### src/core/sdt_pkg.sv
// shared constants and types of the split dual byte timer control block
package sdt_pkg;
  // register indices, byte address is four times the index
  localparam logic [5:0] IDX_CLK_SRC  = 6'h00;
  localparam logic [5:0] IDX_OUT_EN   = 6'h01;
  localparam logic [5:0] IDX_OUT_VAL  = 6'h02;
  localparam logic [5:0] IDX_MODE     = 6'h04;
  localparam logic [5:0] IDX_UNF_LVL  = 6'h06;
  localparam logic [5:0] IDX_CMP_LVL  = 6'h07;
  localparam logic [5:0] IDX_CMD      = 6'h08;
  localparam logic [5:0] IDX_FLAGS    = 6'h0C;
  localparam logic [5:0] IDX_LO_COUNT = 6'h20;
  localparam logic [5:0] IDX_HI_COUNT = 6'h21;
  localparam logic [5:0] IDX_HI_PER   = 6'h26;
  localparam logic [5:0] IDX_LO_PER   = 6'h27;
  localparam logic [5:0] IDX_LO_CMP   = 6'h28; // channels a..d at 28..2B
  localparam logic [5:0] IDX_HI_CMP   = 6'h2C; // channels a..d at 2C..2F
  // clock source codes
  localparam logic [3:0] CLK_OFF      = 4'h0;
  localparam int         CLK_EVT_BIT  = 3;
  localparam int         PRE_TAPS     = 7;
  localparam int         PRE_WIDTH    = 10;
  // mode codes
  localparam logic [1:0] MODE_NORMAL  = 2'h0;
  localparam logic [1:0] MODE_BYTE    = 2'h1;
  localparam logic [1:0] MODE_SPLIT   = 2'h2;
  // command codes and target bits
  localparam logic [1:0] CMD_RESTART  = 2'h2;
  localparam logic [1:0] CMD_RESET    = 2'h3;
  localparam int         CMD_LSB      = 2;
  localparam int         TGT_LO_BIT   = 0;
  localparam int         TGT_HI_BIT   = 1;
  // flag register layout
  localparam int         FLG_LO_UNF   = 0;
  localparam int         FLG_HI_UNF   = 1;
  localparam int         FLG_CMP_LSB  = 4;
  // reset values
  localparam logic [7:0] RST_BYTE     = 8'h00;
  // avalon request bundle
  typedef struct packed {
    logic [7:0]  address;
    logic        read;
    logic        write;
    logic [31:0] writedata;
    logic [3:0]  byteenable;
  } sdt_bus_req_t;
endpackage

### src/core/sdt_prescaler.sv
// free running prescaler giving one cycle enables for the divided clocks
`timescale 1ns/1ps
`default_nettype none
module sdt_prescaler (
  input  wire logic                        clock_i, // peripheral clock
  input  wire logic                        reset_i, // sync reset, high
  output logic [sdt_pkg::PRE_TAPS-1:0]     taps_o   // div 1,2,4,8,64,256,1024
);
  logic [sdt_pkg::PRE_WIDTH-1:0] count;        // divider count
  logic [sdt_pkg::PRE_TAPS-1:0]  next_taps;    // decoded taps
  // tap 0 is always on; each other tap pulses when its low count bits are all ones
  assign next_taps[0] = 1'b1;
  assign next_taps[1] = &count[0:0];
  assign next_taps[2] = &count[1:0];
  assign next_taps[3] = &count[2:0];
  assign next_taps[4] = &count[5:0];
  assign next_taps[5] = &count[7:0];
  assign next_taps[6] = &count[9:0];
  // count and register the taps so every output comes from a flop
  always_ff @(posedge clock_i)
  begin
    if (reset_i)
    begin
      count  <= '0;
      taps_o <= '0;
    end
    else
    begin
      count  <= count + 10'h001;
      taps_o <= next_taps;
    end
  end
endmodule
`default_nettype wire

### src/core/sdt_half_wave.sv
// four compare channels and waveform generators of one eight bit half
`timescale 1ns/1ps
`default_nettype none
module sdt_half_wave (
  input  wire logic             clock_i,   // peripheral clock
  input  wire logic             reset_i,   // sync reset, high
  input  wire logic             tick_i,    // counter clock enable
  input  wire logic             stopped_i, // clock source is off
  input  wire logic             clear_i,   // restart or reset of this half
  input  wire logic [7:0]       count_i,   // current half count
  input  wire logic [3:0][7:0]  cmp_i,     // compare values a..d
  input  wire logic             force_i,   // software writes the levels
  input  wire logic [3:0]       level_i,   // levels to force
  output logic [3:0]            wave_o,    // waveform outputs
  output logic [3:0]            match_o    // one cycle compare pulses
);
  genvar ch;
  generate
    for (ch = 0; ch < 4; ch++)
    begin : g_ch
      logic hit; // count equals compare
      assign hit = (count_i == cmp_i[ch]);
      // bottom wins over a match when compare is zero
      always_ff @(posedge clock_i)
      begin
        if (reset_i || clear_i)
          wave_o[ch] <= 1'b0;
        else if (stopped_i && force_i)
          wave_o[ch] <= level_i[ch];
        else if (tick_i && count_i == 8'h00)
          wave_o[ch] <= 1'b0;
        else if (tick_i && hit)
          wave_o[ch] <= 1'b1;
        match_o[ch] <= !reset_i && tick_i && hit;
      end
    end
  endgenerate
endmodule
`default_nettype wire

### src/core/sdt_timer_ctrl.sv
// control registers, clock select, counters and commands of the split timer
//
// Design decision made here: the Avalon-MM register port.
`timescale 1ns/1ps
`default_nettype none
// Functional notes
// - code 0 stops, 1..7 pick prescaler taps
// - top bit set selects event channel 0..7
// - one clock choice drives both halves
// - enable bits route waveforms onto pins
// - while stopped, software forces waveform levels
// - mode 00 is 16-bit, 11 reserved
// - mode 01 clears upper byte each tick
// - mode 10 runs two independent halves
// - high underflow level at bits 3:2
// - low underflow level at bits 1:0
// - four low compare levels, d topmost
// - command field always reads zero
// - 10 restarts, 11 resets only when stopped
// - target field picks low, high or both
// - restart clears counter and compare outputs
// - accepted reset restores initial register values
// - halves count down, reload from period
// - wave set on match, cleared at bottom
module sdt_timer_ctrl (
  input  wire logic                  clock_i,      // 200 MHz peripheral clock
  input  wire logic                  reset_i,      // sync reset, high
  input  wire sdt_pkg::sdt_bus_req_t bus_i,        // avalon request
  output logic                       waitrequest_o,// avalon stall
  output logic [31:0]                readdata_o,   // avalon read data
  input  wire logic [7:0]            event_i,      // async event channels
  input  wire logic [7:0]            port_out_i,   // port output register
  output logic [7:0]                 pin_o,        // compare output pins
  output logic [1:0]                 lo_unf_irq_o, // low underflow request level
  output logic [1:0]                 hi_unf_irq_o, // high underflow request level
  output logic [7:0]                 cmp_irq_o     // low compare request levels
);
  // registers
  logic [3:0]      clk_code;     // clock source code
  logic [7:0]      out_en;       // compare output enables
  logic [1:0]      mode;         // counter mode field
  logic [3:0]      unf_lvl;      // underflow levels
  logic [7:0]      cmp_lvl;      // low compare levels
  logic [1:0]      target;       // last command target
  logic [7:0]      lo_count;     // low half counter
  logic [7:0]      hi_count;     // high half counter
  logic [7:0]      lo_per;       // low period
  logic [7:0]      hi_per;       // high period
  logic [3:0][7:0] lo_cmp;       // low compare values
  logic [3:0][7:0] hi_cmp;       // high compare values
  logic            lo_unf_flag;  // low underflow flag
  logic            hi_unf_flag;  // high underflow flag
  logic [3:0]      cmp_flag;     // low compare flags
  logic            ack;          // bus answer cycle
  // event synchroniser stages, the first is read only by the second
  logic [7:0]      evt_meta;
  logic [7:0]      evt_sync;
  logic [7:0]      evt_last;
  logic [sdt_pkg::PRE_TAPS-1:0] taps; // registered prescaler enables

  // bus decode
  logic [5:0] idx;        // register index
  logic       wr_take;    // write takes effect this edge
  logic [7:0] wd;         // write data lane 0
  assign idx = bus_i.address[7:2];
  assign wr_take = bus_i.write && ack && bus_i.byteenable[0];
  assign wd = bus_i.writedata[7:0];
  assign waitrequest_o = (bus_i.read || bus_i.write) && !ack;

  logic we_clk, we_en, we_val, we_mode, we_unf, we_cmpl, we_cmd, we_flg;
  logic we_lc, we_hc, we_lp, we_hp, we_lcmp, we_hcmp;
  assign we_clk  = wr_take && idx == sdt_pkg::IDX_CLK_SRC;
  assign we_en   = wr_take && idx == sdt_pkg::IDX_OUT_EN;
  assign we_val  = wr_take && idx == sdt_pkg::IDX_OUT_VAL;
  assign we_mode = wr_take && idx == sdt_pkg::IDX_MODE;
  assign we_unf  = wr_take && idx == sdt_pkg::IDX_UNF_LVL;
  assign we_cmpl = wr_take && idx == sdt_pkg::IDX_CMP_LVL;
  assign we_cmd  = wr_take && idx == sdt_pkg::IDX_CMD;
  assign we_flg  = wr_take && idx == sdt_pkg::IDX_FLAGS;
  assign we_lc   = wr_take && idx == sdt_pkg::IDX_LO_COUNT;
  assign we_hc   = wr_take && idx == sdt_pkg::IDX_HI_COUNT;
  assign we_lp   = wr_take && idx == sdt_pkg::IDX_LO_PER;
  assign we_hp   = wr_take && idx == sdt_pkg::IDX_HI_PER;
  assign we_lcmp = wr_take && idx[5:2] == sdt_pkg::IDX_LO_CMP[5:2];
  assign we_hcmp = wr_take && idx[5:2] == sdt_pkg::IDX_HI_CMP[5:2];

  // commands; the code is never stored, so it reads back as zero
  logic [1:0] cmd_code;   // command code written
  logic       stopped;    // clock source off
  logic       do_restart; // restart command written
  logic       do_reset;   // reset command accepted
  logic       clr_lo;     // low half cleared this edge
  logic       clr_hi;     // high half cleared this edge
  logic       rst_lo;     // low half registers restored
  logic       rst_hi;     // high half registers restored
  assign cmd_code   = wd[sdt_pkg::CMD_LSB +: 2];
  assign stopped    = clk_code == sdt_pkg::CLK_OFF;
  assign do_restart = we_cmd && cmd_code == sdt_pkg::CMD_RESTART;
  assign do_reset   = we_cmd && cmd_code == sdt_pkg::CMD_RESET && stopped;
  // target 00 names no half, so nothing happens
  assign rst_lo = do_reset && wd[sdt_pkg::TGT_LO_BIT];
  assign rst_hi = do_reset && wd[sdt_pkg::TGT_HI_BIT];
  assign clr_lo = rst_lo || (do_restart && wd[sdt_pkg::TGT_LO_BIT]);
  assign clr_hi = rst_hi || (do_restart && wd[sdt_pkg::TGT_HI_BIT]);
  logic rst_any;          // shared control registers restored
  assign rst_any = rst_lo || rst_hi;

  // clock selection, shared by both halves
  logic [7:0] evt_edge;   // rising edges of synced events
  logic       tick;       // counter clock enable
  assign evt_edge = evt_sync & ~evt_last;
  assign tick = clk_code[sdt_pkg::CLK_EVT_BIT] ? evt_edge[clk_code[2:0]]
              : (stopped ? 1'b0 : taps[clk_code[2:0] - 3'h1]);

  // counting
  logic [15:0] full;      // both halves as one counter
  logic [15:0] full_dec;  // next 16-bit value
  logic [7:0]  next_lo;   // next low count on a tick
  logic [7:0]  next_hi;   // next high count on a tick
  logic        lo_zero;   // low half at bottom
  logic        hi_zero;   // high half at bottom
  logic        full_zero; // whole counter at bottom
  logic        split;     // dual half mode
  logic        lo_unf;    // low underflow event
  logic        hi_unf;    // high underflow event
  assign full      = {hi_count, lo_count};
  assign full_zero = full == 16'h0000;
  assign lo_zero   = lo_count == 8'h00;
  assign hi_zero   = hi_count == 8'h00;
  assign split     = mode == sdt_pkg::MODE_SPLIT;
  assign full_dec  = full_zero ? {hi_per, lo_per} : full - 16'h0001;
  assign next_lo   = split ? (lo_zero ? lo_per : lo_count - 8'h01)
                   : full_dec[7:0];
  assign next_hi   = split ? (hi_zero ? hi_per : hi_count - 8'h01)
                   : (mode == sdt_pkg::MODE_BYTE ? 8'h00 : full_dec[15:8]);
  // in byte mode the upper byte is already zero, so the low byte decides
  assign lo_unf = tick && (split ? lo_zero : full_zero);
  assign hi_unf = tick && split && hi_zero;
  // reserved mode 11 holds the counters still
  logic run_cnt;          // counting allowed by mode
  assign run_cnt = tick && mode != 2'h3;

  // waveform halves
  logic [3:0] lo_wave;    // low waveforms
  logic [3:0] hi_wave;    // high waveforms
  logic [3:0] lo_match;   // low compare pulses
  sdt_half_wave u_lo (
    .clock_i   (clock_i),
    .reset_i   (reset_i),
    .tick_i    (run_cnt),
    .stopped_i (stopped),
    .clear_i   (clr_lo),
    .count_i   (lo_count),
    .cmp_i     (lo_cmp),
    .force_i   (we_val),
    .level_i   (wd[3:0]),
    .wave_o    (lo_wave),
    .match_o   (lo_match)
  );
  sdt_half_wave u_hi (
    .clock_i   (clock_i),
    .reset_i   (reset_i),
    .tick_i    (run_cnt && split),
    .stopped_i (stopped),
    .clear_i   (clr_hi),
    .count_i   (hi_count),
    .cmp_i     (hi_cmp),
    .force_i   (we_val),
    .level_i   (wd[7:4]),
    .wave_o    (hi_wave),
    .match_o   ()
  );
  sdt_prescaler u_pre (
    .clock_i (clock_i),
    .reset_i (reset_i),
    .taps_o  (taps)
  );

  // read mux; reserved bits read zero
  logic [7:0] rd_mux;     // selected register
  assign rd_mux =
      idx == sdt_pkg::IDX_CLK_SRC  ? {4'h0, clk_code}
    : idx == sdt_pkg::IDX_OUT_EN   ? out_en
    : idx == sdt_pkg::IDX_OUT_VAL  ? {hi_wave, lo_wave}
    : idx == sdt_pkg::IDX_MODE     ? {6'h00, mode}
    : idx == sdt_pkg::IDX_UNF_LVL  ? {4'h0, unf_lvl}
    : idx == sdt_pkg::IDX_CMP_LVL  ? cmp_lvl
    : idx == sdt_pkg::IDX_CMD      ? {4'h0, 2'h0, target}
    : idx == sdt_pkg::IDX_FLAGS    ? {cmp_flag, 2'h0, hi_unf_flag, lo_unf_flag}
    : idx == sdt_pkg::IDX_LO_COUNT ? lo_count
    : idx == sdt_pkg::IDX_HI_COUNT ? hi_count
    : idx == sdt_pkg::IDX_LO_PER   ? lo_per
    : idx == sdt_pkg::IDX_HI_PER   ? hi_per
    : idx[5:2] == sdt_pkg::IDX_LO_CMP[5:2] ? lo_cmp[idx[1:0]]
    : idx[5:2] == sdt_pkg::IDX_HI_CMP[5:2] ? hi_cmp[idx[1:0]]
    : 8'h00;

  // bus answer: one wait cycle, data captured before the answer edge
  always_ff @(posedge clock_i)
  begin
    if (reset_i)
    begin
      ack        <= 1'b0;
      readdata_o <= '0;
    end
    else
    begin
      ack        <= (bus_i.read || bus_i.write) && !ack;
      readdata_o <= {24'h000000, rd_mux};
    end
  end

  // event synchroniser and edge history
  always_ff @(posedge clock_i)
  begin
    if (reset_i)
    begin
      evt_meta <= '0;
      evt_sync <= '0;
      evt_last <= '0;
    end
    else
    begin
      evt_meta <= event_i;
      evt_sync <= evt_meta;
      evt_last <= evt_sync;
    end
  end

  // shared control registers
  always_ff @(posedge clock_i)
  begin
    if (reset_i || rst_any)
    begin
      clk_code <= sdt_pkg::RST_BYTE[3:0];
      mode     <= sdt_pkg::RST_BYTE[1:0];
      unf_lvl  <= sdt_pkg::RST_BYTE[3:0];
      cmp_lvl  <= sdt_pkg::RST_BYTE;
      target   <= sdt_pkg::RST_BYTE[1:0];
    end
    else
    begin
      if (we_clk)
        clk_code <= wd[3:0];
      if (we_mode)
        mode <= wd[1:0];
      if (we_unf)
        unf_lvl <= wd[3:0];
      if (we_cmpl)
        cmp_lvl <= wd;
      if (we_cmd)
        target <= wd[1:0];
    end
  end

  // output enables, one nibble per half
  always_ff @(posedge clock_i)
  begin
    if (reset_i)
      out_en <= sdt_pkg::RST_BYTE;
    else
    begin
      if (we_en)
        out_en <= wd;
      if (rst_lo)
        out_en[3:0] <= 4'h0;
      if (rst_hi)
        out_en[7:4] <= 4'h0;
    end
  end

  // low half counter, period and compares; bus writes beat counting
  always_ff @(posedge clock_i)
  begin
    if (reset_i || rst_lo)
    begin
      lo_count <= sdt_pkg::RST_BYTE;
      lo_per   <= sdt_pkg::RST_BYTE;
      lo_cmp   <= '0;
    end
    else
    begin
      if (clr_lo)
        lo_count <= 8'h00;
      else if (we_lc)
        lo_count <= wd;
      else if (run_cnt)
        lo_count <= next_lo;
      if (we_lp)
        lo_per <= wd;
      if (we_lcmp)
        lo_cmp[idx[1:0]] <= wd;
    end
  end

  // high half; in byte mode it is held at zero on every tick
  always_ff @(posedge clock_i)
  begin
    if (reset_i || rst_hi)
    begin
      hi_count <= sdt_pkg::RST_BYTE;
      hi_per   <= sdt_pkg::RST_BYTE;
      hi_cmp   <= '0;
    end
    else
    begin
      if (clr_hi)
        hi_count <= 8'h00;
      else if (we_hc)
        hi_count <= wd;
      else if (run_cnt)
        hi_count <= next_hi;
      if (we_hp)
        hi_per <= wd;
      if (we_hcmp)
        hi_cmp[idx[1:0]] <= wd;
    end
  end

  // flags: write one clears, a same-cycle event wins over the clear
  logic [3:0] cmp_clr;    // compare flag clears
  assign cmp_clr = we_flg ? wd[sdt_pkg::FLG_CMP_LSB +: 4] : 4'h0;
  always_ff @(posedge clock_i)
  begin
    if (reset_i)
    begin
      lo_unf_flag <= 1'b0;
      hi_unf_flag <= 1'b0;
      cmp_flag    <= 4'h0;
    end
    else
    begin
      lo_unf_flag <= lo_unf || (lo_unf_flag && !rst_lo
                     && !(we_flg && wd[sdt_pkg::FLG_LO_UNF]));
      hi_unf_flag <= hi_unf || (hi_unf_flag && !rst_hi
                     && !(we_flg && wd[sdt_pkg::FLG_HI_UNF]));
      cmp_flag    <= lo_match | (rst_lo ? 4'h0 : cmp_flag & ~cmp_clr);
    end
  end

  // pin override and interrupt request levels, all from flops
  genvar ch;
  generate
    for (ch = 0; ch < 4; ch++)
    begin : g_irq
      always_ff @(posedge clock_i)
      begin
        if (reset_i)
          cmp_irq_o[2*ch +: 2] <= 2'h0;
        else
          cmp_irq_o[2*ch +: 2] <= cmp_flag[ch] ? cmp_lvl[2*ch +: 2] : 2'h0;
      end
    end
  endgenerate
  always_ff @(posedge clock_i)
  begin
    if (reset_i)
    begin
      pin_o        <= 8'h00;
      lo_unf_irq_o <= 2'h0;
      hi_unf_irq_o <= 2'h0;
    end
    else
    begin
      pin_o        <= (out_en & {hi_wave, lo_wave}) | (~out_en & port_out_i);
      lo_unf_irq_o <= lo_unf_flag ? unf_lvl[1:0] : 2'h0;
      hi_unf_irq_o <= hi_unf_flag ? unf_lvl[3:2] : 2'h0;
    end
  end
endmodule
`default_nettype wire

### config.mk
export PLATFORM = sky130hd
export DESIGN_NAME = sdt_timer_ctrl
export DESIGN_NICKNAME = d
export VERILOG_FILES = /design/src/core/sdt_pkg.sv /design/src/core/sdt_prescaler.sv /design/src/core/sdt_half_wave.sv /design/src/core/sdt_timer_ctrl.sv
export SDC_FILE = /design/constraint.sdc
export NUM_CORES = 1
export LEC_CHECK = 0
export ABC_AREA = 1
export BUFFER_PORTS_ARGS = -buffer_cell sky130_fd_sc_hd__buf_2
export CORE_MARGIN = 1
export CORE_UTILIZATION = 40
export DETAILED_ROUTE_END_ITERATION = 6
export GPL_ROUTABILITY_DRIVEN = 0
export PLACE_DENSITY_LB_ADDON = 0.15
export SLEW_MARGIN = 20
export SYNTH_ARGS = -nofsm -noshare
export SYNTH_HDL_FRONTEND = slang
export SYNTH_SLANG_ARGS = --single-unit
### constraint.sdc
create_clock -name clock_i -period 2.54 [get_ports clock_i]
set_input_delay 0.254 -clock clock_i [delete_from_list [all_inputs] [get_ports clock_i]]
set_output_delay 0.254 -clock clock_i [all_outputs]
set_load 0.05 [all_outputs]
# --- Yosys cells after proc, flatten, opt, wreduce, memory -nomap -nowiden ---
# Index checks and enable logic that the tools add are counted.
op_classes:
  bitwise_logic: 15
  n_eq_ne: 26
  n_reduce_logical: 100
  n_mux: 66
  order_cmp: 4
  add_sub_neg: 5
op_table:
  columns: ["cell", "n"]
  rows:
  - ["2-to-1 mux 8 bit", 26]
  - ["bitwise mux 32 bit", 2]
  - ["== test 8 bit", 8]
  - ["logical AND 1 bit", 52]
  - ["binary-select mux 8 bit (select 2 bit)", 2]
  - ["2-to-1 mux 1 bit", 30]
  - ["AND 8 bit", 3]
  - ["== test 6 bit, second input constant", 4]
  - ["nonzero test 3 bit", 8]
  - ["OR reduction 2 bit", 11]
  - ["== test 6 x 3 -> 1 bit, second input constant", 3]
  - ["demux 8 bit (select 2 bit)", 1]
  - ["zero test 16 bit", 1]
  - ["zero test 8 bit", 2]
  - ["2-to-1 mux 16 bit", 1]
  - ["inverter 8 bit", 2]
  - ["subtractor 16 x 1 -> 16 bit, second input constant", 1]
  - ["subtractor 8 x 1 -> 8 bit, second input constant", 2]
  - ["== test 6 x 4 -> 1 bit, second input constant", 2]
  - ["logical OR 1 bit", 11]
  - ["adder 10 x 1 -> 10 bit, second input constant", 1]
  - ["AND reduction 10 bit", 1]
  - ["== test 4 bit, second input constant", 2]
  - ["less-than comparator 3 x 4 -> 1 bit, second input constant", 2]
  - ["23 further kinds", 38]
word_totals:
  word_cells: 267
  out_inout_bits: 53
  in_bits: 64
  ff_bits: 236

# --- Logic depth before layout (Yosys ltp) ---
logic_depth:
  ltp_word: 16
  ltp_mapped: 17
  depth_no_buf: 16

# --- Cells and area by module ---
# A second synthesis with hierarchy kept.
hier_totals:
  hier_cells: 1733
  hier_area_um2: 11353.4
by_module_without_submodules:
  columns: ["module", "seq_area_each_um2", "area_each_um2", "cells_each", "instances"]
  rows:
  - ["sdt_timer_ctrl", 3663.5, 8973.6, 1312, 1]
  - ["sdt_half_wave", 160.2, 874.6, 174, 2]
  - ["sdt_prescaler", 340.3, 630.6, 73, 1]

# --- Least setup slack after synthesis ---
# Ideal clock, no wire load.
synth_timing:
  path_type: "register -> register"
  from: "register clk_code[0]"
  to: "register hi_cmp[0] (netlist name)"
  arrival_time_ns: 1.782
  path_stages_with_launch: 12
  period_less_slack_ns: 1.899
  path_slack_ns: 0.641
  required_ns: 2.423
  setup_time_ns: 0.117
  n_path_buf: 2
  cell_sequence: "dfxtp_1 > buf_6 > inv_6 > ha_1 > inv_1 > nor2_1 > nand2_1 > nor3_1 > nand2_1 > nand2_2 > buf_6 > a21oi_1"
synth_between:
  elab_chain_len: 4
synth_rtl:
  columns: ["element", "line_no", "text"]
  rows:
  - ["start, declared", "sdt_timer_ctrl.sv:39", "logic [3:0] clk_code;"]
  - ["start signal, assigned", "sdt_timer_ctrl.sv:235", "clk_code <= sdt_pkg::RST_BYTE[3:0];"]
  - ["start signal, assigned", "sdt_timer_ctrl.sv:244", "clk_code <= wd[3:0];"]
  - ["zero test 4 bit", "sdt_timer_ctrl.sv:97", "assign stopped = clk_code == sdt_pkg::CLK_OFF;"]
  - ["logical AND 1 bit", "sdt_timer_ctrl.sv:99", "assign do_reset = we_cmd && cmd_code == sdt_pkg::CMD_RESET && stopped;"]
  - ["logical AND 1 bit", "sdt_timer_ctrl.sv:102", "assign rst_hi = do_reset && wd[sdt_pkg::TGT_HI_BIT];"]
  - ["logical OR 1 bit", "sdt_timer_ctrl.sv:299", "if (reset_i || rst_hi)"]
  - ["end signal, assigned by index", "sdt_timer_ctrl.sv:316", "hi_cmp[idx[1:0]] <= wd;"]
  - ["end, declared", "sdt_timer_ctrl.sv:50", "logic [3:0][7:0] hi_cmp;"]
# No other way between the ends.
# A chain may end at the register's enable or synchronous reset.

# --- Final worst setup path ---
layout_timing:
  from: "register clk_code[0]"
  to: "register hi_cmp[16] (netlist name)"
# The elaborated chain is that of the path after synthesis.

==> flow_summary.yaml <==
clock_network:
  cts-root-buf: "clkbuf_16"
  clk_pin_slew_ns: 0.06
  cts.path.max_buffers: 3
  cts.sinks: 212
  numCtsBuffers: 24
  cts_resized: 0
  cts_tree: "yes"
  cts.htree.levels: 1
  cts_setup_buffers: 0
  clock_latency_ns: 0.53
setup_path:
  crit_slowest_cell: "nor3_1"
  cpMostUsedCell: "nand2_1"
  cp.depth: 10
  cp.arrival_ns: 2.69
  timing.rr.start: "clk_code[0]"
  start_kind: "register"
  worstSetupPathType: "reg -> reg"
  r2r_cells: 10
  crit_path_end: "hi_cmp[16]"
  cp_num_buf_inv: 3
  path_cells: "inv_6 -> ha_1 -> inv_1 -> nor2_1 -> nand2_1 -> nor3_1 -> nand2_1 -> nand2_2 -> buf_12 -> a21oi_1"
  worstPathRequired_ns: 2.94
  cp-startpoint: "clk_code[0]"
  worstSetupEndpointType: "register"
  cp_top_family: "simple AND/OR/NAND/NOR gates"
  critical_path.max_fanout: 40
  r2r_slack_ns: 0.25
  max_stage_delay_ns: 0.39
  reg2reg_to: "hi_cmp[16]"
layout:
  drive_gt1_share_pct: 13.9
  antenna_cells: 0
  final_cell_mix: "nand2_1 (357), dfxtp_1 (212), a21oi_1 (181)"
  finalNetCount: 1721
  layout_commonest_cell: "nand2_1"
  fill_cells: 2836
  design_area_mm2: 0.0126
  multiInputGateArea_mm2: 0.00573
  seq_area_mm2: 0.00424
  area_growth_pct: 12.7
timing:
  setup_viol: 0
  slew_violations: 0
  tightest_slew_ns: 0.677
  hold-worst-slack_ns: 0.0153
  fin_setup_tns_ns: 0
  hold_viol_final: 0
  rsz0062_at_grt: "no"
  finalCriticalPeriod_ns: 2.29
  slew_headroom_pct: 54.7
  fmax_ghz: 0.437
  finalClockSkew_ns: 0.0243
  fin_crit_sh_pct: 90.1
outcome:
  outcome: "finished clean"
die:
  fp.dieArea_mm2: 0.0286
  die_y_um: 169
  die_w_um: 169
  start_util_pct: 41.2
  row_count: 60
  core-area_mm2: 0.0272
  io_pins: 117
logic_synthesis:
  yosysWarnings: 0
  ys_ff_latch: 212
  yosys.area.top_type: "dfxtp_1"
  synth.area.top_cells: "dfxtp_1 (38%), nand2_1 (12%), a21oi_1 (8.1%), nand3_1 (7.1%), nor2_1 (5.0%)"
  avgSynthCellArea_um2: 7.03
  dominantRegCellSynth: "dfxtp_1"
  netlist_instances: 1590
  synth_area_mm2: 0.0112
  ys_types: 50
  ys_seq_area_share_pct: 37.9
  async_reset_ff_share_pct: 0
  synth_top_area_share_pct: 37.9
  synth-edff-count: 0
pwr:
  p_leak_nw: 5.04
  peakVddDrop_v: 0.000406
  p_per_area_mw_per_mm2: 581
grt:
  grt_pass1_vias: 9748
  grt_first_pass_wirelength_um: 54400
  gr-total-overflow: 0
  grt.total_usage_pct: 24.4
  antenna_found_initial: 0
  grt_max_degree: 41
drt:
  wirelength_um: 34900
  vias: 10600
  drtIter0Drc: 1163
  ant_nets: 0
  routed_via_density: 5.20
  drc: 0
  post_drt_wl_per_cell_um: 17.2
  drtPass1Iterations: 5
place:
  dp_hpwl_um: 25200
  port_buffers: 63
  placed_cell_area_mm2: 0.0117
hold_path:
  min_path_type: "in -> reg"
job:
  cap_viol_max_count: 0
## tightest hold or removal path: cells and delay by family
family,cells,cell delay [ns]
buffers and inverters,1,0.07
AOI/OAI and AO/OA,2,0.16
## cell type report
type                    instances  share of cell area [%]
inverters                     152                    4.62
flip-flops and latches        212                    33.7
clock buffers                  31                    5.30
well taps                     372                    3.69
clock inverters                 8                   0.774
repair buffers                122                    6.51
multi-input cells            1139                    45.4
## report_power, final
group | total (mW) | internal, mW | switching, mW
Combinational | 0.532 | 0.119 | 0.414
Clock | 3.42 | 2.05 | 1.38
Sequential | 3.37 | 3.36 | 0.0120
Total | 7.33 | 5.52 | 1.80
## synth_stat cells (2+ instances only)
| cell type | instances |
|---|---|
| a31oi_1 | 6 |
| o211ai_1 | 8 |
| inv_2 | 21 |
| nor3_1 | 11 |
| or2_2 | 10 |
| nor2_2 | 7 |
| nand3_2 | 3 |
| buf_4 | 35 |
| nand3_1 | 158 |
| nand2_2 | 8 |
| nor4_1 | 6 |
| o21ai_0 | 49 |
| clkbuf_1 | 31 |
| nor2_1 | 148 |
| o31ai_1 | 2 |
| nor2_8 | 4 |
| nor3_2 | 6 |
| a32o_1 | 2 |
| ha_1 | 6 |
| xnor2_1 | 46 |
| nand4_1 | 35 |
| buf_1 | 4 |
| nand2_1 | 357 |
| a21oi_1 | 181 |
| o21ai_1 | 15 |
| buf_2 | 19 |
| nand2_4 | 7 |
| nor2_4 | 8 |
| buf_6 | 20 |
| o22ai_1 | 4 |
| o221ai_1 | 3 |
| dfxtp_1 | 212 |
| xor2_1 | 15 |
| clkinv_1 | 3 |
| inv_1 | 125 |
## metrics by stage
step	cells	power [mW]	utilization (%)	worst slack [ns]
6_report	2036	7.33	46.4	0.252
5_1_grt	2036	7.60	46.4	0.0942
4_1_cts	2036	7.40	46.4	0.288
2_1_floorplan	1613	3.83	-	0.641
3_5_place_dp	1987	3.96	43.2	0.299
3_3_place_gp	1987	3.96	43.2	0.297
## what timing repair did
item	4_1_cts	5_1_grt
hold buffers	10	0
hold endpoints to repair	10	0
endpoints found under the setup margin	0	0
## registers in the layout, indices dropped and copies added, names as in the netlist, 7 cells and up
name and cells:
u_pre.taps_o 7, cmp_lvl 8, readdata_o 8, hi_per 8
lo_per 8, evt_sync 8, evt_last 8, hi_cmp 32
u_pre.count 10, lo_count 8, cmp_irq_o 8, pin_o 8
out_en 8, hi_count 8, evt_meta 8, lo_cmp 32
## routing by layer
metal	GRT usage [%]	share of wire, %	up-vias
li1	-	-	5248
met1	32.7	44	4884
met2	40.6	46	391
met3	3.15	6.8	69
met4	7.83	3.4	0
met5	0	0	-
## worst min-delay path by stage
stage | slack (ns) | from | end | depth (start not counted)
2_1_floorplan | 0.36 | event_i[0] | evt_meta[0] | 2
3_3_place_gp | 0.39 | evt_meta[3] | evt_sync[3] | 2
3_5_place_dp | 0.39 | evt_meta[4] | evt_sync[4] | 2
4_1_cts | 0.0003 | port_out_i[7] | pin_o[7] | 3
5_1_grt | 0.003 | port_out_i[2] | pin_o[2] | 3
6_report | 0.02 | port_out_i[3] | pin_o[3] | 3
## kinds of logic after synthesis
logic type | after synthesis | share of synthesized area [%]
compound gates | 276 | 13.2
xor+xnor | 61 | 4.78
fa+ha+maj | 6 | 0.671
buf+inv | 262 | 11.6
flops | 212 | 37.9
other cells | 1 | 0.0335
simple gates | 772 | 31.8
Note: power is estimated with default switching activity, not from simulation.
